===== src/logic/asc_pkg.sv =====
// Purpose: shared constants and types of the antenna service / CAN node block
// Assumes: 250 MHz clock, 16-bit register port
// Notes:   offsets are word indexes on the plain register port
package asc_pkg;
    // register indexes
    localparam logic [3:0] ASC_A_CMD  = 4'h0;
    localparam logic [3:0] ASC_A_FILT = 4'h1;
    localparam logic [3:0] ASC_A_BAUD = 4'h2;
    localparam logic [3:0] ASC_A_EVT  = 4'h3;
    localparam logic [3:0] ASC_A_INH  = 4'h4;
    localparam logic [3:0] ASC_A_HB   = 4'h5;
    localparam logic [3:0] ASC_A_OPT  = 4'h6;
    localparam logic [3:0] ASC_A_PROG = 4'h7;
    localparam logic [3:0] ASC_A_STAT = 4'h8;
    localparam logic [3:0] ASC_A_INT  = 4'h9;
    localparam logic [3:0] ASC_A_CODE = 4'ha;
    // command bits
    localparam int ASC_CB_APPLY = 0;
    localparam int ASC_CB_SAVE  = 1;
    localparam int ASC_CB_DEF   = 2;
    localparam int ASC_CB_WRTAG = 3;
    // option bits
    localparam int ASC_OB_AUTO  = 0;
    localparam int ASC_OB_SWAP  = 1;
    localparam int ASC_OB_SDOD  = 2;
    localparam int ASC_OB_FAST  = 3;
    // internal status bits
    localparam int ASC_IS_BAUD  = 0;
    localparam int ASC_IS_RANGE = 1;
    // factory defaults
    localparam logic [7:0]  ASC_DEF_FILT = 8'h00;
    localparam logic [2:0]  ASC_DEF_BAUD = 3'h2;
    localparam logic [15:0] ASC_DEF_EVT  = 16'h0064;
    localparam logic [15:0] ASC_DEF_INH  = 16'h0003;
    localparam logic [15:0] ASC_DEF_HB   = 16'h03e8;
    localparam logic [3:0]  ASC_DEF_OPT  = 4'h1;
    // limits
    localparam logic [2:0]  ASC_BAUD_MAX = 3'h6;
    localparam logic [15:0] ASC_EVT_MIN  = 16'h000a;
    localparam logic [15:0] ASC_INH_MIN  = 16'h0003;
    localparam logic [15:0] ASC_HB_MIN   = 16'h000a;
    // timing
    localparam int ASC_CLK_PS = 4000;
    localparam int ASC_MS_PS  = 1000000000;
    localparam int ASC_MS_CYC = ASC_MS_PS / ASC_CLK_PS;
    // node states
    typedef enum logic [1:0] {
        ASC_ST_STOP = 2'b00,
        ASC_ST_PRE  = 2'b01,
        ASC_ST_OP   = 2'b10
    } asc_node_t;
endpackage


===== src/logic/asc_ms_tick.sv =====
// Purpose: one-cycle enable pulse every millisecond
// Assumes: MS_CYC at least 2
// Notes:   free running, no phase alignment to events
`timescale 1ns/1ns
module asc_ms_tick #(
    parameter int MS_CYC = 250000
) (
    // clock and reset
    input  wire logic i_clock,
    input  wire logic i_resetn,
    // tick out
    output logic      o_tick
);
    localparam int W = $clog2(MS_CYC);
    localparam logic [W-1:0] LAST = W'(MS_CYC - 1);
    logic [W-1:0] cnt_reg;

    // divider counter and tick
    always_ff @(posedge i_clock or negedge i_resetn) begin
        if (!i_resetn) begin
            cnt_reg <= '0;
            o_tick  <= 1'b0;
        end else begin
            o_tick  <= (cnt_reg == LAST);
            cnt_reg <= (cnt_reg == LAST) ? '0 : cnt_reg + 1'b1;
        end
    end
endmodule


===== src/logic/asc_ms_count.sv =====
// Purpose: saturating millisecond counter with synchronous clear
// Assumes: i_tick is a one-cycle pulse
// Notes:   clear wins over tick
`timescale 1ns/1ns
module asc_ms_count (
    // clock and reset
    input  wire logic        i_clock,
    input  wire logic        i_resetn,
    // control
    input  wire logic        i_tick,
    input  wire logic        i_clear,
    // count
    output logic [15:0]      o_count
);
    // count ms, hold at top
    always_ff @(posedge i_clock or negedge i_resetn) begin
        if (!i_resetn) begin
            o_count <= 16'h0000;
        end else if (i_clear) begin
            o_count <= 16'h0000;
        end else if (i_tick && o_count != 16'hffff) begin
            o_count <= o_count + 16'h0001;
        end
    end
endmodule


===== src/logic/asc_top.sv =====
// Purpose: service configuration and CAN node timing of a tag reader
// Assumes: inputs synchronous to i_clock; CAN framing done outside
// Notes:   edits go to shadow values; apply or save makes them active, but the filter gap and fast mode act at once
//
// Local design decisions: the register addresses and the address-and-strobe port.
`timescale 1ns/1ns
module asc_top
    import asc_pkg::*;
#(
    parameter int MS_CYC = ASC_MS_CYC
) (
    // clock and reset
    input  wire logic        i_clock,
    input  wire logic        i_resetn,
    // register port
    input  wire logic [3:0]  i_addr,
    input  wire logic [15:0] i_wdata,
    input  wire logic        i_write,
    input  wire logic        i_read,
    output logic [15:0]      o_rdata,
    // reader side
    input  wire logic        i_data_present,
    input  wire logic        i_tag_valid,
    input  wire logic [15:0] i_tag_code,
    // CAN controller and master
    input  wire logic        i_bus_off,
    input  wire logic        i_bus_lost,
    input  wire logic        i_nmt_start,
    input  wire logic        i_nmt_preop,
    input  wire logic        i_nmt_stop,
    input  wire logic        i_sdo_prog_req,
    input  wire logic        i_rpdo_prog_req,
    input  wire logic [15:0] i_req_code,
    // events out
    output logic             o_position_pulse,
    output logic             o_tpdo_send,
    output logic [15:0]      o_tpdo_code,
    output logic             o_heartbeat_send,
    output logic             o_node_reset,
    output logic             o_nvm_save,
    output logic             o_nvm_default,
    output logic             o_prog_start,
    output logic [15:0]      o_prog_code,
    // status out
    output logic [1:0]       o_node_state,
    output logic             o_can_online,
    output logic [2:0]       o_baud_sel,
    output logic             o_fast_mode
);
    // shadow (edited) settings
    logic [7:0]  filt_reg;
    logic [2:0]  baud_s_reg;
    logic [15:0] evt_s_reg;
    logic [15:0] inh_s_reg;
    logic [15:0] hb_s_reg;
    logic [3:0]  opt_s_reg;
    logic [15:0] prog_reg;
    // active settings
    logic [15:0] evt_reg;
    logic [15:0] inh_reg;
    logic [15:0] hb_reg;
    logic [3:0]  opt_reg;
    // state
    logic [1:0]  int_reg;
    logic        nrst_reg;
    asc_node_t   state_reg;
    logic        was_op_reg;
    logic        pend_reg;
    logic        armed_reg;
    logic [15:0] last_code_reg;
    // counters
    logic        tick;
    logic [15:0] since_cnt;
    logic [15:0] hb_cnt;
    logic [15:0] posi_cnt;

    // command decode
    logic cmd_wr;
    logic apply;
    logic save;
    logic wr_def;
    logic sw_prog;
    assign cmd_wr  = i_write && (i_addr == ASC_A_CMD);
    assign apply   = cmd_wr && i_wdata[ASC_CB_APPLY];
    assign save    = cmd_wr && i_wdata[ASC_CB_SAVE];
    assign wr_def  = cmd_wr && i_wdata[ASC_CB_DEF];
    assign sw_prog = cmd_wr && i_wdata[ASC_CB_WRTAG];

    // range checks of written values
    logic baud_ok;
    logic evt_ok;
    logic inh_ok_w;
    logic hb_ok;
    assign baud_ok  = i_wdata[2:0] <= ASC_BAUD_MAX;
    assign evt_ok   = i_wdata == 16'h0000 || i_wdata >= ASC_EVT_MIN;
    assign inh_ok_w = i_wdata == 16'h0000 || i_wdata >= ASC_INH_MIN;
    assign hb_ok    = i_wdata == 16'h0000 || i_wdata >= ASC_HB_MIN;

    // millisecond time base
    asc_ms_tick #(.MS_CYC(MS_CYC)) u_tick (
        .i_clock  (i_clock),
        .i_resetn (i_resetn),
        .o_tick   (tick)
    );

    // process data, heartbeat and filter fire conditions
    logic both_zero;
    logic inh_done;
    logic evt_due;
    logic tpdo_fire;
    logic hb_fire;
    logic posi_fire;
    logic new_code;
    logic prog_fire;
    assign both_zero = evt_reg == 16'h0000 && inh_reg == 16'h0000;
    assign inh_done  = since_cnt >= inh_reg;
    assign evt_due   = evt_reg != 16'h0000 && since_cnt >= evt_reg;
    assign tpdo_fire = pend_reg && state_reg == ASC_ST_OP && !both_zero && inh_done && !o_tpdo_send;
    assign hb_fire   = hb_reg != 16'h0000 && hb_cnt >= hb_reg && !o_heartbeat_send;
    assign posi_fire = armed_reg && !i_data_present && posi_cnt >= {8'h00, filt_reg};
    assign new_code  = i_tag_valid && i_tag_code != last_code_reg;
    assign prog_fire = sw_prog || i_rpdo_prog_req || (i_sdo_prog_req && !opt_reg[ASC_OB_SDOD]);

    // time since last process data
    asc_ms_count u_since (
        .i_clock  (i_clock),
        .i_resetn (i_resetn),
        .i_tick   (tick),
        .i_clear  (tpdo_fire || nrst_reg),
        .o_count  (since_cnt)
    );

    // time since last heartbeat
    asc_ms_count u_hb (
        .i_clock  (i_clock),
        .i_resetn (i_resetn),
        .i_tick   (tick),
        .i_clear  (hb_fire || nrst_reg),
        .o_count  (hb_cnt)
    );

    // time the decoded-data indication has been absent
    asc_ms_count u_posi (
        .i_clock  (i_clock),
        .i_resetn (i_resetn),
        .i_tick   (tick),
        .i_clear  (i_data_present),
        .o_count  (posi_cnt)
    );

    // shadow settings edited by software
    always_ff @(posedge i_clock or negedge i_resetn) begin
        if (!i_resetn) begin
            filt_reg   <= ASC_DEF_FILT;
            baud_s_reg <= ASC_DEF_BAUD;
            evt_s_reg  <= ASC_DEF_EVT;
            inh_s_reg  <= ASC_DEF_INH;
            hb_s_reg   <= ASC_DEF_HB;
            opt_s_reg  <= ASC_DEF_OPT;
            prog_reg   <= 16'h0000;
        end else if (wr_def) begin
            filt_reg   <= ASC_DEF_FILT;
            baud_s_reg <= ASC_DEF_BAUD;
            evt_s_reg  <= ASC_DEF_EVT;
            inh_s_reg  <= ASC_DEF_INH;
            hb_s_reg   <= ASC_DEF_HB;
            opt_s_reg  <= ASC_DEF_OPT;
        end else if (i_write) begin
            case (i_addr)
                ASC_A_FILT: filt_reg <= i_wdata[7:0];
                ASC_A_BAUD: if (baud_ok) baud_s_reg <= i_wdata[2:0];
                ASC_A_EVT:  if (evt_ok) evt_s_reg <= i_wdata;
                ASC_A_INH:  if (inh_ok_w) inh_s_reg <= i_wdata;
                ASC_A_HB:   if (hb_ok) hb_s_reg <= i_wdata;
                ASC_A_OPT:  opt_s_reg <= i_wdata[3:0];
                ASC_A_PROG: prog_reg <= i_wdata;
                default:    prog_reg <= prog_reg;
            endcase
        end
    end

    // active settings, taken over on apply or save
    always_ff @(posedge i_clock or negedge i_resetn) begin
        if (!i_resetn) begin
            o_baud_sel <= ASC_DEF_BAUD;
            evt_reg    <= ASC_DEF_EVT;
            inh_reg    <= ASC_DEF_INH;
            hb_reg     <= ASC_DEF_HB;
            opt_reg    <= ASC_DEF_OPT;
        end else if (apply || save) begin
            o_baud_sel <= baud_s_reg;
            evt_reg    <= evt_s_reg;
            inh_reg    <= inh_s_reg;
            hb_reg     <= hb_s_reg;
            opt_reg    <= opt_s_reg;
        end
    end

    // fast tag mode follows the option at once
    always_ff @(posedge i_clock or negedge i_resetn) begin
        if (!i_resetn) begin
            o_fast_mode <= ASC_DEF_OPT[ASC_OB_FAST];
        end else begin
            o_fast_mode <= opt_s_reg[ASC_OB_FAST];
        end
    end

    // node reset and memory write pulses
    always_ff @(posedge i_clock or negedge i_resetn) begin
        if (!i_resetn) begin
            nrst_reg      <= 1'b0;
            o_nvm_save    <= 1'b0;
            o_nvm_default <= 1'b0;
        end else begin
            nrst_reg      <= apply || save;
            o_nvm_save    <= save;
            o_nvm_default <= wr_def;
        end
    end
    assign o_node_reset = nrst_reg;

    // internal status, sticky, write one to clear, set wins
    always_ff @(posedge i_clock or negedge i_resetn) begin
        if (!i_resetn) begin
            int_reg <= 2'b00;
        end else begin
            int_reg[ASC_IS_BAUD]  <= (i_write && i_addr == ASC_A_BAUD && !baud_ok) ||
                (int_reg[ASC_IS_BAUD] && !(i_write && i_addr == ASC_A_INT && i_wdata[ASC_IS_BAUD]));
            int_reg[ASC_IS_RANGE] <= (i_write && ((i_addr == ASC_A_EVT && !evt_ok) ||
                (i_addr == ASC_A_INH && !inh_ok_w) || (i_addr == ASC_A_HB && !hb_ok))) ||
                (int_reg[ASC_IS_RANGE] && !(i_write && i_addr == ASC_A_INT && i_wdata[ASC_IS_RANGE]));
        end
    end

    // node state machine
    always_ff @(posedge i_clock or negedge i_resetn) begin
        if (!i_resetn) begin
            state_reg <= ASC_DEF_OPT[ASC_OB_AUTO] ? ASC_ST_OP : ASC_ST_PRE;
        end else if (nrst_reg) begin
            state_reg <= opt_reg[ASC_OB_AUTO] ? ASC_ST_OP : ASC_ST_PRE;
        end else begin
            case (state_reg)
                ASC_ST_STOP: begin
                    if (i_nmt_start) state_reg <= ASC_ST_OP;
                    else if (i_nmt_preop) state_reg <= ASC_ST_PRE;
                end
                ASC_ST_PRE: begin
                    if (i_nmt_start) state_reg <= ASC_ST_OP;
                    else if (i_nmt_stop) state_reg <= ASC_ST_STOP;
                end
                ASC_ST_OP: begin
                    if (i_nmt_preop) state_reg <= ASC_ST_PRE;
                    else if (i_nmt_stop) state_reg <= ASC_ST_STOP;
                end
                default: state_reg <= ASC_ST_PRE;
            endcase
        end
    end

    // reported node state and link status
    always_ff @(posedge i_clock or negedge i_resetn) begin
        if (!i_resetn) begin
            o_node_state <= ASC_ST_STOP;
            o_can_online <= 1'b0;
        end else begin
            o_node_state <= state_reg;
            o_can_online <= !(i_bus_off || i_bus_lost);
        end
    end

    // last read tag code
    always_ff @(posedge i_clock or negedge i_resetn) begin
        if (!i_resetn) begin
            last_code_reg <= 16'h0000;
        end else if (i_tag_valid) begin
            last_code_reg <= i_tag_code;
        end
    end

    // pending process data: on entering operational, on period, on new code
    always_ff @(posedge i_clock or negedge i_resetn) begin
        if (!i_resetn) begin
            was_op_reg <= 1'b0;
            pend_reg   <= 1'b0;
        end else begin
            was_op_reg <= state_reg == ASC_ST_OP && !nrst_reg; // node reset with autostart re-enters operational
            if ((state_reg == ASC_ST_OP && !was_op_reg) || (evt_due && !tpdo_fire) || new_code) begin
                pend_reg <= 1'b1;
            end else if (tpdo_fire) begin
                pend_reg <= 1'b0;
            end
        end
    end

    // process data send pulse and code
    always_ff @(posedge i_clock or negedge i_resetn) begin
        if (!i_resetn) begin
            o_tpdo_send <= 1'b0;
            o_tpdo_code <= 16'h0000;
        end else begin
            o_tpdo_send <= tpdo_fire;
            if (tpdo_fire) begin
                o_tpdo_code <= opt_reg[ASC_OB_SWAP] ?
                    {last_code_reg[7:0], last_code_reg[15:8]} : last_code_reg;
            end
        end
    end

    // heartbeat pulse
    always_ff @(posedge i_clock or negedge i_resetn) begin
        if (!i_resetn) begin
            o_heartbeat_send <= 1'b0;
        end else begin
            o_heartbeat_send <= hb_fire;
        end
    end

    // position pulse after the filter gap
    always_ff @(posedge i_clock or negedge i_resetn) begin
        if (!i_resetn) begin
            armed_reg        <= 1'b0;
            o_position_pulse <= 1'b0;
        end else begin
            o_position_pulse <= posi_fire;
            if (i_data_present) armed_reg <= 1'b1;
            else if (posi_fire) armed_reg <= 1'b0;
        end
    end

    // tag programming request
    always_ff @(posedge i_clock or negedge i_resetn) begin
        if (!i_resetn) begin
            o_prog_start <= 1'b0;
            o_prog_code  <= 16'h0000;
        end else begin
            o_prog_start <= prog_fire;
            if (sw_prog) o_prog_code <= prog_reg;
            else if (prog_fire) o_prog_code <= i_req_code;
        end
    end

    // register read, data valid the cycle after the strobe only
    always_ff @(posedge i_clock or negedge i_resetn) begin
        if (!i_resetn) begin
            o_rdata <= 16'h0000;
        end else if (i_read) begin
            case (i_addr)
                ASC_A_FILT: o_rdata <= {8'h00, filt_reg};
                ASC_A_BAUD: o_rdata <= {13'h0000, baud_s_reg};
                ASC_A_EVT:  o_rdata <= evt_s_reg;
                ASC_A_INH:  o_rdata <= inh_s_reg;
                ASC_A_HB:   o_rdata <= hb_s_reg;
                ASC_A_OPT:  o_rdata <= {12'h000, opt_s_reg};
                ASC_A_PROG: o_rdata <= prog_reg;
                ASC_A_STAT: o_rdata <= {13'h0000, state_reg, o_can_online};
                ASC_A_INT:  o_rdata <= {14'h0000, int_reg};
                ASC_A_CODE: o_rdata <= last_code_reg;
                default:    o_rdata <= 16'h0000;
            endcase
        end else begin
            o_rdata <= 16'h0000;
        end
    end
endmodule


===== config.mk =====
export PLATFORM = sky130hd
export DESIGN_NAME = asc_top
export DESIGN_NICKNAME = d
export VERILOG_FILES = /design/src/logic/asc_pkg.sv /design/src/logic/asc_ms_tick.sv /design/src/logic/asc_ms_count.sv /design/src/logic/asc_top.sv
export SDC_FILE = /design/constraint.sdc
export NUM_CORES = 1
export LEC_CHECK = 0
export BUFFER_PORTS_ARGS = -buffer_cell sky130_fd_sc_hd__buf_2
export CAP_MARGIN = 20
export CORE_ASPECT_RATIO = 0.9
export CORE_MARGIN = 4
export CORE_UTILIZATION = 30
export DETAILED_ROUTE_END_ITERATION = 8
export HOLD_SLACK_MARGIN = 0.03
export PLACE_DENSITY_LB_ADDON = 0.2
export SETUP_SLACK_MARGIN = 0.2
export SLEW_MARGIN = 20
export SYNTH_ARGS = -nofsm -noshare
export SYNTH_HDL_FRONTEND = slang
export SYNTH_SLANG_ARGS = --single-unit

===== constraint.sdc =====
create_clock -name i_clock -period 5.7 [get_ports i_clock]
set_input_delay 0.285 -clock i_clock [delete_from_list [all_inputs] [get_ports i_clock]]
set_output_delay 0.285 -clock i_clock [all_outputs]
set_load 0.01 [all_outputs]

Word level (Yosys, flattened, before mapping). Cells that the tools add are included.

Bits in registers: 282. Input port bits: 65. Output and inout port bits: 62. Word-level logic and storage cells: 203.

Add/subtract/negate cells: 4. Magnitude comparators: 7. Eq/ne operators: 18. Muxes and demuxes: 45. Bitwise logic cells: 1. Reductions and logical operators: 92.

Operators by type and width (count): 16-bit two-way mux (21); 16-bit one-hot mux with 10 select lines (1); 16-bit by 1-bit adder with 16-bit output (second input constant) (3); 16-bit >= comparator (3); 16-bit logical NOT (3); 16-bit != test (second input constant) (3); 1-bit logical AND (34); 16-bit nonzero test (2); 2-bit nonzero test (16); 8-bit two-way mux (3); 18-bit by 1-bit adder with 18-bit output (second input constant) (1); 18-bit == test (second input constant) (1); 18-bit two-way mux (1); 4-bit by 3-bit == test with 1-bit output (second input constant) (4); 16-bit by 2-bit >= comparator with 1-bit output (second input constant) (1); 16-bit by 4-bit >= comparator with 1-bit output (second input constant) (1); 16-bit by 8-bit >= comparator with 1-bit output (1); 16-bit != test (1); 3-bit AND reduction (5); 1-bit logical NOT (14); 1-bit logical OR (14); 2-bit two-way mux (7); 4-bit == test (second input constant) (3); 3-bit two-way mux (4); other kinds (13) (20).

Depth between registers and ports, before layout. Gate-level depths: netlist of the first run.

Depth after elaboration: 11. Mapped depth: 10. Mapped depth without buffers: 8.

Modules after synthesis. From an unflattened synthesis of the first run, not the netlist that was laid out.

Cells, all modules: 1397. Area, all modules: 14495.2 um2.

Modules (own cells, without submodules): asc_top (instances 1, cells an instance 1022, area each 10754.1 um2, sequential area each 5413.9 um2); asc_ms_count (instances 3, cells an instance 98, area each 942.2 um2, sequential area each 400.4 um2); asc_ms_tick (instances 1, cells an instance 81, area each 914.6 um2, sequential area each 475.5 um2).

Least setup slack after synthesis of the first run. OpenSTA, ideal clock, no wires.

Path kind: flip-flop to flip-flop. Start: reg u_since.o_count[10]. End: reg u_since.o_count[10]. Setup time: 0.121 ns. Arrival: 2.175 ns. Required time: 5.579 ns. Slack: 3.404 ns. Cell stages (with the launch flop): 10. Buffers on the path: 2. Clock period less this slack: 2.296 ns. Path through: dfrtp_1 > ha_1 > and4_1 > o311ai_0 > o311a_1 > a211oi_2 > or2_0 > buf_2 > buf_2 > nor2_1.

Word-level cells in the longest chain between the ends: 5. Elaborated cells between the ends (all ways): 10. Classes of those cells: add/sub (1); order compare (1); eq/ne (1); mux (2); reduce/logical (5).

RTL lines: start, declared (RTL line asc_ms_count.sv:13) `output logic [15:0] o_count`; start signal, assigned (RTL line asc_ms_count.sv:22) `o_count <= o_count + 16'h0001;`; 16-bit >= comparator (RTL line asc_top.sv:116) `assign inh_done = since_cnt >= inh_reg;`; 1-bit logical AND (2 in a row) (RTL line asc_top.sv:118) `assign tpdo_fire = pend_reg && state_reg == ASC_ST_OP && !both_zero && inh_done && !o_tpdo_send;`; 1-bit logical OR (RTL line asc_top.sv:129) `.i_clear (tpdo_fire || nrst_reg),`; 16-bit two-way mux or 2-bit nonzero test (tied branches).

Several ways; a longest one is shown, not always the timed one. The select of a mux whose other input is x is not followed. A chain may end at the register's enable or synchronous reset.

Worst setup path in the final report of the first run.
Start: reg evt_reg[11]. End: reg u_since.o_count[2].

Word-level cells in the longest chain between the ends: 8. Elaborated cells between the ends (all ways): 9. Classes of those cells: mux (1); reduce/logical (8).

RTL lines: start, declared (RTL line asc_top.sv:59) `logic [15:0] evt_reg;`; start signal, assigned (RTL line asc_top.sv:192) `evt_reg <= evt_s_reg;`; 16-bit logical NOT * (RTL line asc_top.sv:115) `assign both_zero = evt_reg == 16'h0000 && inh_reg == 16'h0000;`; 1-bit logical AND * (RTL line asc_top.sv:115); 1-bit logical NOT * (RTL line asc_top.sv:118); 1-bit logical AND * (3 in a row) (RTL line asc_top.sv:118); 1-bit logical OR * (RTL line asc_top.sv:129); 16-bit two-way mux or 2-bit nonzero test (tied branches).

Mark *: on every way between the ends. The rest lies on a longest branch, timed or not.

==> results.txt, run 1 <==
top cells by area, synth: dfrtp_1, mux2i_1, ha_1
Synth top cells by count: dfrtp_1, nor2_1, nand2_1
syn_area_per_cell: 10.4 sq um
Max Clk Rate: 0.355 GHz
Post-Layout Cell Count: 2088
Net Count, Synth: 1458
CTS Buf Count: 34
synth warn: 0
Final min period: 2820 ps
Crit path required time: 6110 ps
vias in the first global route: 10600
layout cell share with drive strength beyond 1: 18.2%
outcome: finished clean
Via density: 5.02
Die X: 234 um
P&R area growth vs syn: 17.8%
largest fanout on the critical path: 16
CTS H-tree depth: 2
FFs w/ async S/R, synth: 100%
crit end category: flip-flop
I/O pin cnt: 127
initial antenna violation count: 2
number of synthesized flops with an enable pin: 0
final WL: 41300 um
Fin. Hold Viols: 0
hold slack: 43.5 ps
DRT Pass-1 Iters: 6
count leader, synth: dfrtp_1
total gr overflow: 0
crit-path max cell delay: 730 ps
clock latency on the worst-skew pair: 520 ps
hold-critical path depth: 2
Main synth FF type: dfrtp_1
Total GRT Usage: 16.8%
critical hold path startpoint: i_tag_code[9]
Crit path max-delay family: simple AND/OR/NAND/NOR gates
worst min path class: input pin to flip-flop
Pwr Density: 344 nW/um^2
CP bufs+invs: 0
top-area cell type share of the netlist area: 46.1%
CTS tree: built
clock buffer depth: 3
Reg clk slew, reported paths: 60 ps
Placed Cells: 2023
CP max-delay cell: nor4_1
post-route ant nets: 0
Sink Count: 282
VDD IR-drop max: 209 uV
post-DP HPWL: 29900 um
CTS root buf: clkbuf_16
CORE AREA: 45500 sq um
DRC viols: 0
Syn Std Cell Area: 13800 sq um
Yosys top cell by area: dfrtp_1
gpl congestion: 0.847
Setup Skew: 10.8 ps
nets: 1580
crit path kind: flip-flop to flip-flop
R2R Path End: u_since.o_count[2]
largest net degree at the start of global routing: 106
Pleak: 0.00764 uW
DR vias: 10500
flop2flop setup slack: 2880 ps
fin crit share: 49.4%
postcts setup bufs: 0
setup violators final: 0
Synth cell types: 65
Antenna diodes: 0
fin area: 16300 sq um
Rel. slew slack: 29.3%
drt initial violations: 952
max reg flops: 18
crit-path cells: nor4_1 -> nand4_1 -> o21ai_0 -> a211oi_4 -> or2_0 -> a311oi_1
FP Rows: 74
RSZ-0062 raised after global routing: false
WP data arrival: 3220 ps
Port-buffer cells: 126
Reg2Reg Depth: 6
Die H: 212 um
synthesized flop and latch total: 282
Setup TNS Final: 0 ps
WL/cell: 19.8 um
sequential cell area fraction in the yosys report: 51.3%
Worst Max-Slew Pin Slew: 1050 ps
Starting Density: 30.4%
Max-Cap Viols: 0
first-pass GRT wire length: 65100 um
Die ar.: 49600 sq um
Slew Limit Fails: 0
Syn Inst Count: 1333
cell area after placement: 15100 sq um
R2R Path Start: evt_reg[11]
crit path launch type: flip-flop
Hold Path Sink: last_code_reg[9]
==> cells in the final DEF (no fill, tap or decap), types with 43 or more instances in the layout <==
cell type and count:
nor2_1 147, xor2_1 43, buf_2 125, a21oi_1 73
o21ai_0 64, mux2i_1 87, dfrtp_1 255, nand2_1 117
ha_1 60, inv_1 67
==> metrics by stage <==
step           power, uW  setup slack (ps)  util [%]
3_3_place_gp        3390              2900      33.2
2_1_floorplan       3020              3400         -
5_1_grt             5890              2710      35.8
6_report            5600              2880      35.8
3_5_place_dp        3410              2910      33.2
4_1_cts             5660              2890      35.8
==> final cells by class <==
class / instances / area, sq um
well taps: 608 / 761
multi-input cells: 924 / 6240
repair buffers: 144 / 798
clock inverters: 4 / 70.1
fillers: 4592 / 29200
flip-flops and latches: 282 / 7090
clock buffers: 57 / 1070
inverters: 69 / 259
==> logic make-up (layout without fill, tap and decap cells) <==
family / Yosys count / after routing / share of synthesized area (%)
adder cells (fa/ha/maj): 60 / 60 / 5.43
AND/OR/NAND/NOR: 437 / 437 / 15.1
multiplexers: 127 / 127 / 9.56
flip-flops: 282 / 282 / 51.3
XOR/XNOR: 75 / 75 / 4.75
AO/OA/AOI/OAI: 225 / 225 / 10.1
buffers and inverters: 127 / 274 / 3.79
==> report_power, final <==
| part | switching, uW | total [uW] | internal, uW |
|---|---|---|---|
| registers | 292 | 2620 | 2330 |
| logic | 432 | 756 | 324 |
| clock network | 849 | 2220 | 1370 |
==> routing by layer <==
| layer | GRT usage (%) | routed length (um) | vias to the layer above |
|---|---|---|---|
| met3 | 3.08 | 2380 | 49 |
| met4 | 3.48 | 655 | 0 |
| met1 | 25.2 | 20000 | 5219 |
| met5 | 0 | 0 | - |
| met2 | 25.4 | 18200 | 270 |
| li1 | - | - | 4953 |
==> worst max-delay path by stage <==
stage                                    from             endpoint  cells after the start
final                             evt_reg[11]   u_since.o_count[2]                      6
after CTS                  u_since.o_count[0]   u_since.o_count[2]                      8
after global routing      u_since.o_count[11]   u_since.o_count[1]                      7
after detailed placement   u_since.o_count[0]   u_since.o_count[2]                      8
after floorplan           u_since.o_count[10]  u_since.o_count[10]                      9
after global placement            evt_reg[11]   u_since.o_count[2]                      6
==> timing repair <==
| action | in CTS | in global routing |
|---|---|---|
| hold endpoints to repair | 98 | 0 |
| hold buffers | 4 | 0 |
| resized for setup | 0 | 0 |
No activity file was read; power rests on OpenSTA's default activity.
==> run 2: changes to the inputs <==
==> constraint.sdc (replaced) <==
create_clock -name i_clock -period 2.5 [get_ports i_clock]
set_input_delay 0.125 -clock i_clock [delete_from_list [all_inputs] [get_ports i_clock]]
set_output_delay 0.125 -clock i_clock [all_outputs]
set_load 0.01 [all_outputs]
==> results.txt, run 2 (synthesis results as in run 1) <==
P&R area growth vs syn: 27.3%
Final min period: 2320 ps
post-route ant nets: 0
Crit path required time: 2940 ps
Place WS: -36.1 ps
first-pass GRT wire length: 66500 um
Crit path max-delay family: compound AO/OA/AOI/OAI gates
DRC viols: 0
CTS H-tree depth: 1
FP Rows: 74
Pwr Density: 726 nW/um^2
WL/cell: 19.5 um
Total GRT Usage: 17.1%
CP max-delay cell: dfrtp_1
WP data arrival: 2760 ps
Worst Max-Slew Pin Slew: 871 ps
worst min path class: input pin to asynchronous set/reset pin
crit path kind: flip-flop to flip-flop
CTS tree: built
cell area after placement: 15600 sq um
CTS root buf: clkbuf_16
Die H: 212 um
crit-path max cell delay: 410 ps
Fin. Hold Viols: 0
total gr overflow: 0
DR vias: 11100
worst setup margin: 180 ps
Pleak: 0.00823 uW
largest fanout on the critical path: 8
fin area: 17600 sq um
crit-path cells: ha_4 -> and4_4 -> o311ai_1 -> o311a_1 -> a211oi_4 -> buf_6 -> buf_12 -> o21bai_4 -> o221ai_2
gpl congestion: 0.818
initial antenna violation count: 0
clock buffer depth: 3
Max-Cap Viols: 0
final core occ: 38.7%
largest net degree at the start of global routing: 80
outcome: finished clean
crit path launch type: flip-flop
crit end category: flip-flop
CTS Buf Count: 31
I/O pin cnt: 127
Rel. slew slack: 41.8%
nets: 1700
RSZ-0062 raised after global routing: true
layout cell share with drive strength beyond 1: 22.6%
Slew Limit Fails: 0
Via density: 5.01
Sink Count: 282
post-DP HPWL: 31400 um
drt initial violations: 885
vias in the first global route: 11200
Die ar.: 49600 sq um
clock latency on the worst-skew pair: 570 ps
setup violators final: 0
final WL: 43100 um
Die X: 234 um
max reg flops: 18
CORE AREA: 45500 sq um
CP bufs+invs: 2
VDD IR-drop max: 515 uV
DRT Pass-1 Iters: 6
Reg clk slew, reported paths: 70 ps
commonest cells after routing, fill and taps aside: dfrtp_1, nor2_1, buf_2
Starting Density: 30.4%
fin crit share: 92.8%
Setup Skew: 15.6 ps
Max Clk Rate: 0.431 GHz
most common cell after layout, fill and taps aside: dfrtp_1
Port-buffer cells: 126
==> run 2: cell types whose count changed in the layout (fill, tap and decap cells not counted), moves of 4 or more <==
cell / previous run / this run
clkbuf_16: 37 / 33
ha_1: 60 / 56
dlygate4sd3_1: 4 / 62
buf_4: 13 / 62
a21oi_2: 1 / 9
buf_6: 0 / 4
clkbuf_1: 13 / 7
a21oi_1: 73 / 66
ha_4: 0 / 4
buf_12: 1 / 9
==> run 2: power by group <==
group | internal [uW] | switching, uW | total [uW]
Combinational | 951 | 1150 | 2100
Clock | 2900 | 1900 | 4800
Sequential | 5310 | 584 | 5900
Total | 9160 | 3630 | 12800
==> run 2: what timing repair did <==
item / 4_1_cts / 5_1_grt
hold endpoints to repair: 365 / 0
buffers inserted: 0 / 10
setup endpoints to repair: 33 / 73
gates cloned: 0 / 4
gates resized for setup: 8 / 35
hold buffers: 62 / 0
pin swaps: 0 / 6
==> run 2: path summary, 6_finish.rpt <==
check	depth (start not counted)	slack, ps	from	endpoint
setup / recovery	9	180	u_since.o_count[11]	pend_reg
hold / removal	2	70	i_resetn	evt_s_reg[13]
setup reg to reg	9	180	u_since.o_count[11]	pend_reg
hold reg to reg	1	480	u_tick.cnt_reg[10]	u_tick.cnt_reg[10]
max in group asynchronous	3	1620	i_resetn	inh_reg[0]
min in group i_clock	3	80	i_wdata[2]	evt_s_reg[2]
==> run 2: metrics by stage <==
| stage | TNS [ps] | instances | hold slack, ps | total power [uW] |
|---|---|---|---|---|
| after global routing | 0 | 2207 | 57.5 | 13400 |
| final | 0 | 2208 | 74.5 | 12800 |
| after CTS | 0 | 2193 | 44.3 | 12800 |
| after floorplan | 0 | 1333 | -171 | 6880 |
| after detailed placement | -115 | 2074 | 66.0 | 7850 |
| after global placement | -1710 | 2074 | 63.5 | 7810 |
==> run 2: final cells by class <==
cell class,count,area [sq um]
fill,4520,27900
sequential,282,7090
multi-input combinational,924,6390
timing repair buffer,267,2030
clock buffer,45,898
tap,608,761
inverter,69,259
clock inverter,12,173
antenna,1,2.50
==> run 2: metal layers <==
| layer | GRT usage, % | vias to the layer above | share of wire, % |
|---|---|---|---|
| met5 | 0 | - | 0 |
| met4 | 3.03 | 0 | 1.8 |
| met3 | 2.65 | 50 | 4.2 |
| met2 | 26.2 | 232 | 45 |
| met1 | 25.9 | 5589 | 49 |
| li1 | - | 5194 | - |
